$ cat src/design/sra_pkg.sv
// Shared constants for the codec control port and activity detectors.
package sra_pkg;
    // ********************************************************************
    // Link framing
    // ********************************************************************
    localparam int unsigned BYTE_W       = 8;
    localparam int unsigned ADDR_W       = 5;
    localparam int unsigned FRAME_BITS   = 16;
    localparam int unsigned CNT_W        = 5;
    localparam logic [2:0]  OP_READ      = 3'h6;
    localparam logic [2:0]  OP_WRITE     = 3'h4;
    localparam int unsigned OP_HI        = 7;
    localparam int unsigned OP_LO        = 5;
    // ********************************************************************
    // Device register addresses
    // ********************************************************************
    localparam logic [4:0]  ADR_OFF_LO   = 5'h0b;
    localparam logic [4:0]  ADR_OFF_HI   = 5'h0c;
    localparam logic [4:0]  ADR_ON_TIME  = 5'h0d;
    localparam logic [4:0]  ADR_ADC_THR  = 5'h0e;
    localparam logic [4:0]  ADR_DAC_THR  = 5'h0f;
    localparam logic [4:0]  ADR_POWER    = 5'h08;
    localparam int unsigned PWR_DAC_SLEEP_BIT = 4;
    localparam logic [7:0]  REG_RESET    = 8'h00;
    // ********************************************************************
    // Sample format and timing
    // ********************************************************************
    localparam int unsigned SAMPLE_W     = 16;
    localparam int unsigned CLK_PERIOD_NS = 10;
    localparam int unsigned T_RECOVER_NS = 125;
    localparam int unsigned RECOVER_CYC  =
        (T_RECOVER_NS + CLK_PERIOD_NS - 1) / CLK_PERIOD_NS;
    localparam int unsigned DISABLE_CYC  = 2;
    // ********************************************************************
    // Host command port addresses
    // ********************************************************************
    localparam logic [1:0]  HADR_CMD     = 2'h0;
    localparam logic [1:0]  HADR_STATUS  = 2'h1;
    localparam logic [1:0]  HADR_RDATA   = 2'h2;
    localparam int unsigned CMD_DATA_LO  = 0;
    localparam int unsigned CMD_ADDR_LO  = 8;
    localparam int unsigned CMD_RD_BIT   = 13;
endpackage : sra_pkg

$ cat src/design/sra_spi_if.sv
// Four-wire serial control link between host master and codec slave.
`timescale 1ns/1ns
`default_nettype none
interface sra_spi_if;
    logic sck;
    logic ss_n;
    logic mosi;
    logic miso;
    modport host (output sck, output ss_n, output mosi, input miso);
    modport dev  (input sck, input ss_n, input mosi, output miso);
endinterface : sra_spi_if
`default_nettype wire

$ cat src/design/sra_codec_ctrl.sv
// Codec end: serial slave, parameter registers and activity detectors.
//
// Functional notes
// - Device is slave only, never drives clock.
// - Master shifts on fall, device samples rise.
// - Device shifts on fall, master samples rise.
// - Two bytes each way, MSB first, simultaneous.
// - Select stays low across whole transaction.
// - Master waits 125 ns before first fall.
// - Select held two clocks after last rise.
// - Serial clock at most half system clock.
// - Read opcode 110 returns addressed register.
// - Write opcode 100 stores second byte.
// - Writes accepted at any time.
// - Two detectors: ADC samples, serial input samples.
// - Shared off/on times, separate thresholds.
// - Zero parameter disables detector, output high.
// - Threshold versus top eight bits of magnitude.
// - One comparison per frame sync.
// - Low output counts loud samples to on-time.
// - High output counts quiet samples to off-time.
// - Loopback still feeds the DAC-side detector.
// - Software picks sensible times and thresholds.
// - Power bit lets low DAC flag sleep DAC.
`timescale 1ns/1ns
`default_nettype none
module sra_codec_ctrl (
    input  wire logic                      sys_clk_i,
    input  wire logic                      reset_i,
    sra_spi_if.dev                         spi,
    input  wire logic                      frame_sync_i,
    input  wire logic [sra_pkg::SAMPLE_W-1:0] adc_sample_i,
    input  wire logic [sra_pkg::SAMPLE_W-1:0] serial_audio_in_i,
    input  wire logic                      loopback_i,
    output logic                           adc_activity_flag_o,
    output logic                           dac_activity_flag_o,
    output logic                           dac_power_down_o,
    output logic                           dac_data_valid_o,
    output logic [sra_pkg::SAMPLE_W-1:0]   dac_data_o
);
    import sra_pkg::*;

    typedef struct packed {
        logic [2:0]                 sck_sync;
        logic [1:0]                 ss_sync;
        logic [1:0]                 mosi_sync;
        logic [1:0]                 fs_sync;
        logic                       fs_prev;
        logic [CNT_W-1:0]           bit_cnt;
        logic [FRAME_BITS-1:0]      shift_in;
        logic [BYTE_W-1:0]          shift_out;
        logic                       miso;
        logic [BYTE_W-1:0]          off_lo;
        logic [BYTE_W-1:0]          off_hi;
        logic [BYTE_W-1:0]          on_time;
        logic [BYTE_W-1:0]          adc_thr;
        logic [BYTE_W-1:0]          dac_thr;
        logic [BYTE_W-1:0]          power;
        logic [1:0]                 flag;
        logic [1:0][FRAME_BITS-1:0] run;
        logic                       dac_pd;
        logic                       dac_vld;
        logic [SAMPLE_W-1:0]        dac_data;
    } sra_dev_state_s;

    sra_dev_state_s st;
    sra_dev_state_s next_st;

    function automatic logic [BYTE_W-1:0] mag_top(input logic [SAMPLE_W-1:0] s);
        logic [SAMPLE_W-1:0] a;
        a = s[SAMPLE_W-1] ? SAMPLE_W'(~s + 1'b1) : s;
        return a[SAMPLE_W-2 -: BYTE_W];
    endfunction : mag_top

    function automatic logic [BYTE_W-1:0] reg_read(input logic [ADDR_W-1:0] a,
                                                   input sra_dev_state_s s);
        logic [BYTE_W-1:0] r;
        r = REG_RESET;
        unique case (a)
            ADR_OFF_LO:  r = s.off_lo;
            ADR_OFF_HI:  r = s.off_hi;
            ADR_ON_TIME: r = s.on_time;
            ADR_ADC_THR: r = s.adc_thr;
            ADR_DAC_THR: r = s.dac_thr;
            ADR_POWER:   r = s.power;
            default:     r = REG_RESET;
        endcase
        return r;
    endfunction : reg_read

    logic                  sck_rise;
    logic                  sck_fall;
    logic                  sel;
    logic [FRAME_BITS-1:0] word;
    logic [FRAME_BITS-1:0] off_time;
    logic [BYTE_W-1:0]     thr [2];
    logic [SAMPLE_W-1:0]   smp [2];
    logic                  enabled;
    logic                  loud;
    logic                  quiet;

    // ********************************************************************
    // Next-state logic
    // ********************************************************************
    always_comb begin
        next_st = st;
        next_st.sck_sync  = {st.sck_sync[1:0], spi.sck};
        next_st.ss_sync   = {st.ss_sync[0], spi.ss_n};
        next_st.mosi_sync = {st.mosi_sync[0], spi.mosi};
        next_st.fs_sync   = {st.fs_sync[0], frame_sync_i};
        next_st.fs_prev   = st.fs_sync[1];
        // Clock only sampled, never driven here, so it must stay slow.
        sck_rise = st.sck_sync[1] & ~st.sck_sync[2];
        sck_fall = ~st.sck_sync[1] & st.sck_sync[2];
        sel      = ~st.ss_sync[1];
        word     = {st.shift_in[FRAME_BITS-2:0], st.mosi_sync[1]};
        off_time = {st.off_hi, st.off_lo};
        thr[0]   = st.adc_thr;
        thr[1]   = st.dac_thr;
        smp[0]   = adc_sample_i;
        smp[1]   = serial_audio_in_i;
        enabled  = 1'b0;
        loud     = 1'b0;
        quiet    = 1'b0;

        if (!sel) begin
            next_st.bit_cnt = '0;
            next_st.miso    = 1'b0;
        end else begin
            if (sck_rise && st.bit_cnt < CNT_W'(FRAME_BITS)) begin
                next_st.shift_in = word;
                next_st.bit_cnt  = st.bit_cnt + 1'b1;
                if (st.bit_cnt == CNT_W'(BYTE_W - 1) &&
                    word[OP_HI:OP_LO] == OP_READ) begin
                    next_st.shift_out =
                        reg_read(word[ADDR_W-1:0], st);
                end
                if (st.bit_cnt == CNT_W'(FRAME_BITS - 1) &&
                    word[BYTE_W+OP_HI:BYTE_W+OP_LO] == OP_WRITE) begin
                    // Writes land whenever a frame ends; audio keeps running.
                    unique case (word[BYTE_W+ADDR_W-1:BYTE_W])
                        ADR_OFF_LO:  next_st.off_lo  = word[BYTE_W-1:0];
                        ADR_OFF_HI:  next_st.off_hi  = word[BYTE_W-1:0];
                        ADR_ON_TIME: next_st.on_time = word[BYTE_W-1:0];
                        ADR_ADC_THR: next_st.adc_thr = word[BYTE_W-1:0];
                        ADR_DAC_THR: next_st.dac_thr = word[BYTE_W-1:0];
                        ADR_POWER:   next_st.power   = word[BYTE_W-1:0];
                        default:     next_st.power   = st.power;
                    endcase
                end
            end
            if (sck_fall && st.bit_cnt >= CNT_W'(BYTE_W) &&
                st.bit_cnt < CNT_W'(FRAME_BITS)) begin
                next_st.miso      = st.shift_out[BYTE_W-1];
                next_st.shift_out = {st.shift_out[BYTE_W-2:0], 1'b0};
            end
        end

        // Samples are taken on the synchronised rising edge of frame sync.
        next_st.dac_vld = 1'b0;
        if (st.fs_sync[1] && !st.fs_prev) begin
            if (!loopback_i) begin
                next_st.dac_vld  = 1'b1;
                next_st.dac_data = serial_audio_in_i;
            end
            for (int i = 0; i < 2; i++) begin
                enabled = (thr[i] != '0) && (st.on_time != '0) &&
                          (off_time != '0);
                loud  = mag_top(smp[i]) > thr[i];
                quiet = mag_top(smp[i]) < thr[i];
                if (!enabled) begin
                    next_st.flag[i] = 1'b1;
                    next_st.run[i]  = '0;
                end else if (!st.flag[i]) begin
                    if (!loud) begin
                        next_st.run[i] = '0;
                    end else if (st.run[i] + 1'b1 >= {8'h00, st.on_time}) begin
                        next_st.flag[i] = 1'b1;
                        next_st.run[i]  = '0;
                    end else begin
                        next_st.run[i] = st.run[i] + 1'b1;
                    end
                end else begin
                    if (!quiet) begin
                        next_st.run[i] = '0;
                    end else if (st.run[i] + 1'b1 >= off_time) begin
                        next_st.flag[i] = 1'b0;
                        next_st.run[i]  = '0;
                    end else begin
                        next_st.run[i] = st.run[i] + 1'b1;
                    end
                end
            end
        end else begin
            // Disable takes effect at once, not only at the next sample.
            for (int i = 0; i < 2; i++) begin
                if (thr[i] == '0 || st.on_time == '0 || off_time == '0) begin
                    next_st.flag[i] = 1'b1;
                    next_st.run[i]  = '0;
                end
            end
        end
        next_st.dac_pd = st.power[PWR_DAC_SLEEP_BIT] & ~next_st.flag[1];
    end

    // ********************************************************************
    // State register
    // ********************************************************************
    always_ff @(posedge sys_clk_i) begin
        if (reset_i) begin
            st      <= '0;
            st.ss_sync <= 2'h3;
            st.sck_sync <= 3'h7;
            st.flag <= 2'h3;
        end else begin
            st <= next_st;
        end
    end

    assign spi.miso            = st.miso;
    assign adc_activity_flag_o = st.flag[0];
    assign dac_activity_flag_o = st.flag[1];
    assign dac_power_down_o    = st.dac_pd;
    assign dac_data_valid_o    = st.dac_vld;
    assign dac_data_o          = st.dac_data;
endmodule : sra_codec_ctrl
`default_nettype wire

$ cat src/flat_wrapper.sv
// flat-port wrapper written by rule: the top's interface ports become plain ports
module sra_codec_ctrl_flat import sra_pkg::*;
  (sys_clk_i, reset_i, frame_sync_i, adc_sample_i, serial_audio_in_i, loopback_i, adc_activity_flag_o, dac_activity_flag_o, dac_power_down_o, dac_data_valid_o, dac_data_o, spi_sck, spi_ss_n, spi_mosi, spi_miso);
  sra_spi_if spi_i ();
  input  wire logic sys_clk_i;
  input  wire logic reset_i;
  input  wire logic frame_sync_i;
  input  wire logic [sra_pkg::SAMPLE_W-1:0] adc_sample_i;
  input  wire logic [sra_pkg::SAMPLE_W-1:0] serial_audio_in_i;
  input  wire logic loopback_i;
  output logic adc_activity_flag_o;
  output logic dac_activity_flag_o;
  output logic dac_power_down_o;
  output logic dac_data_valid_o;
  output logic [sra_pkg::SAMPLE_W-1:0] dac_data_o;
  input wire logic [$bits(spi_i.sck)-1:0] spi_sck;
  input wire logic [$bits(spi_i.ss_n)-1:0] spi_ss_n;
  input wire logic [$bits(spi_i.mosi)-1:0] spi_mosi;
  output wire logic [$bits(spi_i.miso)-1:0] spi_miso;
  assign spi_i.sck = spi_sck;
  assign spi_i.ss_n = spi_ss_n;
  assign spi_i.mosi = spi_mosi;
  assign spi_miso = spi_i.miso;
  sra_codec_ctrl u_core (.sys_clk_i(sys_clk_i), .reset_i(reset_i), .spi(spi_i), .frame_sync_i(frame_sync_i), .adc_sample_i(adc_sample_i), .serial_audio_in_i(serial_audio_in_i), .loopback_i(loopback_i), .adc_activity_flag_o(adc_activity_flag_o), .dac_activity_flag_o(dac_activity_flag_o), .dac_power_down_o(dac_power_down_o), .dac_data_valid_o(dac_data_valid_o), .dac_data_o(dac_data_o));
endmodule
$ cat config.mk
export PLATFORM = sky130hd
export DESIGN_NAME = sra_codec_ctrl_flat
export DESIGN_NICKNAME = d
export VERILOG_FILES = /design/src/design/sra_pkg.sv /design/src/design/sra_spi_if.sv /design/src/design/sra_codec_ctrl.sv /design/src/flat_wrapper.sv
export SDC_FILE = /design/constraint.sdc
export NUM_CORES = 1
export LEC_CHECK = 0
export BUFFER_PORTS_ARGS = -buffer_cell sky130_fd_sc_hd__clkbuf_2
export CAP_MARGIN = 20
export CELL_PAD_IN_SITES_DETAIL_PLACEMENT = 1
export CELL_PAD_IN_SITES_GLOBAL_PLACEMENT = 2
export CORE_ASPECT_RATIO = 1.4
export CORE_MARGIN = 1
export CORE_UTILIZATION = 34
export CTS_CLUSTER_DIAMETER = 100
export DETAILED_ROUTE_END_ITERATION = 16
export PLACE_DENSITY = 0.86
export SLEW_MARGIN = 40
export SYNTH_ARGS = -nofsm -noshare
export SYNTH_HDL_FRONTEND = slang
export SYNTH_SLANG_ARGS = --single-unit
$ cat constraint.sdc
create_clock -name sys_clk_i -period 3.7 [get_ports sys_clk_i]
set_input_delay 0.555 -clock sys_clk_i [delete_from_list [all_inputs] [get_ports sys_clk_i]]
set_output_delay 0.555 -clock sys_clk_i [all_outputs]
set_load 0.01 [all_outputs]
==> impl_metrics.json <==
{
  "multi_input_area_um2": 4926,
  "final_nets": 1149,
  "min_period_ns": 3.428,
  "p_switching_mw": 0.8044,
  "cp_max_fo": 16,
  "num_vias": 7111,
  "intPower_mw": 2.596,
  "syn_to_final_growth_pct": 16.76,
  "ys.flop_type": "dfxtp_1",
  "cp-end-kind": "flop",
  "critPathRequiredTime_ns": 4.04,
  "seq_power_share_pct": 44.4,
  "yosysMostFrequentCell": "dfxtp_1",
  "period_share_pct": 92.66,
  "dpl_worst_slack_ns": -0.5047,
  "cp.arrival_ns": 3.77,
  "postSynthCellCount": 981,
  "die_h_um": 186.2,
  "ff_latch_area_um2": 2784,
  "synth-async-reset-ratio_pct": 0,
  "io_buffers": 59,
  "cts_sinks": 139,
  "whs_ns": 0.3021,
  "viasPerCell": 5.213,
  "drcViolationCount": 0,
  "rsz0062_at_grt": "false",
  "relSlewSlack_pct": 55.02,
  "hold_path_class": "in2reg",
  "first_pass_iters": 4,
  "fin_area_um2": 9624,
  "rr_endpoint": "u_core.adc_activity_flag_o",
  "final_core_util_pct": 40.28,
  "drive_above_1_share_pct": 17.08,
  "syn_area_um2": 8243,
  "place_area_um2": 8986,
  "rr_startpoint": "u_core.st[18]",
  "slew_viol_final": 0,
  "p_comb_share_pct": 5.4,
  "clk_pin_slew_worst_paths_ns": 0.06,
  "placementRows": 67,
  "grt_util_all_layers_pct": 19.65,
  "grt_pass1_wl_um": 37870,
  "ys_seq_area_share_pct": 33.76,
  "finalSetupViolCount": 0,
  "cts_tree": "done",
  "grt_max_degree": 60,
  "grt_overflow": 0,
  "synth_edf_count": 0,
  "routed_wl_um": 23500,
  "clock-root-buffer": "clkbuf_16",
  "fin_ws_ns": 0.2717,
  "tightest_slew_ns": 0.6746,
  "critPathMaxStageDelay_ns": 0.47,
  "endpoint": "u_core.st[20]",
  "power.density_nw_per_um2": 353.3,
  "outcome": "complete, no violations",
  "antenna_left": 0,
  "cts_buffer_depth": 2,
  "r2r_slack_ns": 0.28,
  "wl_per_cell_um": 17.23,
  "ios": 60,
  "startpoint": "adc_sample_i[2]",
  "ff2ff_path_depth": 13,
  "globalplace.congestion": 0.8242,
  "n_fill_cell": 2871,
  "yosysUniqueCellTypes": 62,
  "peakVddDrop_mv": 0.3140,
  "slowest_stage": "or4_1",
  "synthTopCellsByArea": "dfxtp_1 (34%), ha_1 (10%), mux2i_1 (6.7%)",
  "grt_pass1_vias": 7143,
  "antenna_cells": 0,
  "hpwlAfterDp_um": 17900,
  "numCtsBuffers": 17,
  "coreArea_um2": 23890,
  "syn_area_per_cell_um2": 8.403,
  "holdBufCountCts": 0,
  "syn_nets": 1088,
  "fin_worst_skew_ns": 0.007663,
  "ys_warn_count": 0,
  "yosysTopAreaCellShare_pct": 33.76,
  "antenna_found_initial": 0,
  "swShare_pct": 23.66,
  "insertion_delay_ns": 0.43,
  "fmax_mhz": 291.7,
  "die_w_um": 133.6,
  "drtIter0Drc": 262,
  "synth.top_cells.by_count": "dfxtp_1 (139), nand2_1 (121), nor2_1 (88)",
  "initial_core_util_pct": 34.50,
  "max_cap_violations": 0,
  "power_leakage_nw": 3.755,
  "crit_type": "in2reg",
  "start_kind": "input pin",
  "ys_ff_latch": 139,
  "die_area_um2": 24880,
  "hold_violations": 0,
  "cts-htree-levels": 4,
  "synth_area_leader_cell": "dfxtp_1",
  "clkPwrFrac_pct": 50.2,
  "crit_chain": "clkbuf_2, nor4_1, nand2_1, or4_1, o41ai_2, inv_1, o21ai_0, xnor2_1, ha_1, nand4_1, a21oi_1, or3_1, o211ai_1, o31a_1, buf_12, a211oi_1"
}
## flip-flops by register name, indices dropped and copies added, names as in the netlist, 6 cells and up
| signal | cells |
|---|---|
| u_core.off_time | 16 |
| u_core.next_st | 6 |
| u_core.st | 96 |
| u_core.dac_data_o | 16 |
## critical path, delay by kind of cell
family | cells | cell delay [ns]
adder cells (fa/ha/maj) | 1 | 0.31
AND/OR/NAND/NOR | 5 | 1.11
buffers and inverters | 3 | 0.31
AO/OA/AOI/OAI | 6 | 1.35
XOR/XNOR | 1 | 0.13
## how the worst min path moves through the flow
| stage | start | to | slack (ns) | cells past startpoint |
|---|---|---|---|---|
| 6_report | spi_ss_n | u_core.next_st[136] | 0.30 | 2 |
| 4_1_cts | spi_ss_n | u_core.next_st[136] | 0.29 | 2 |
| 3_3_place_gp | u_core.next_st[138] | u_core.next_st[139] | 0.39 | 1 |
| 5_1_grt | spi_sck | u_core.next_st[138] | 0.28 | 2 |
| 2_1_floorplan | u_core.next_st[138] | u_core.next_st[139] | 0.39 | 1 |
| 3_5_place_dp | u_core.next_st[136] | u_core.st[136] | 0.39 | 1 |
## cells by family (layout without fill, tap and decap cells)
kind of cell | after synthesis | after routing | synth area share (%)
AOI/OAI and AO/OA | 184 | 184 | 14.47
and+or+nand+nor | 343 | 343 | 20.61
muxes | 59 | 59 | 7.772
xor gates and xnor gates | 56 | 56 | 5.950
DFF | 139 | 139 | 33.76
adders and majority gates | 68 | 68 | 10.32
buffers and inverters | 132 | 205 | 7.119
## final cells by class
| type | count | share of cell area [%] |
|---|---|---|
| Tap cell | 310 | 4.030 |
| Clock buffer | 18 | 4.563 |
| Clock inverter | 13 | 1.482 |
| Multi-Input combinational cell | 710 | 51.18 |
| Timing Repair Buffer | 113 | 7.436 |
| Sequential cell | 139 | 28.93 |
| Inverter | 61 | 2.379 |
## cell usage in the layout, fill, tap and decap left out, types with 14 or more instances in the layout
cell	n
dfxtp_1	138
clkbuf_2	58
nor2_1	87
xnor2_1	37
nand4_1	24
clkbuf_16	17
o21ai_0	14
xor2_1	19
a21oi_1	76
ha_1	68
a211oi_1	16
o211ai_1	17
o31ai_1	18
nand3_1	14
buf_4	54
mux2i_1	55
nor4_1	15
nand2_1	121
inv_1	61
## metal layers
metal	part of all wire (%)	GRT usage (%)	up-vias	routed length [um]
met4	3.6	9.909	0	844
met1	41	21.67	3423	9692
li1	-	-	3545	-
met5	0	0	-	0
met3	2.2	3.442	46	521
met2	53	36.13	97	12440
## power by group through the flow
stage / Sequential, mW / Combinational [mW] / Clock, mW
2_1_floorplan: 1.54 / 0.105 / 0
3_3_place_gp: 1.54 / 0.174 / 0
3_5_place_dp: 1.54 / 0.180 / 0
4_1_cts: 1.51 / 0.183 / 1.75
5_1_grt: 1.51 / 0.204 / 1.82
6_report: 1.51 / 0.183 / 1.71
## metrics by stage
stage	power, mW	cells	setup TNS [ns]
global placement	1.716	1330	-11.00
finish	3.400	1364	0
floorplan	1.646	981	0
detailed placement	1.722	1331	-10.00
CTS	3.441	1363	0
global route	3.535	1364	0
## repair_timing
action                                  4_1_cts  5_1_grt
gates resized for setup                       0        5
pin swaps                                     1        1
setup buffers                                 1        1
endpoints found under the setup margin       10       30
(Power assumes the default switching activity.)
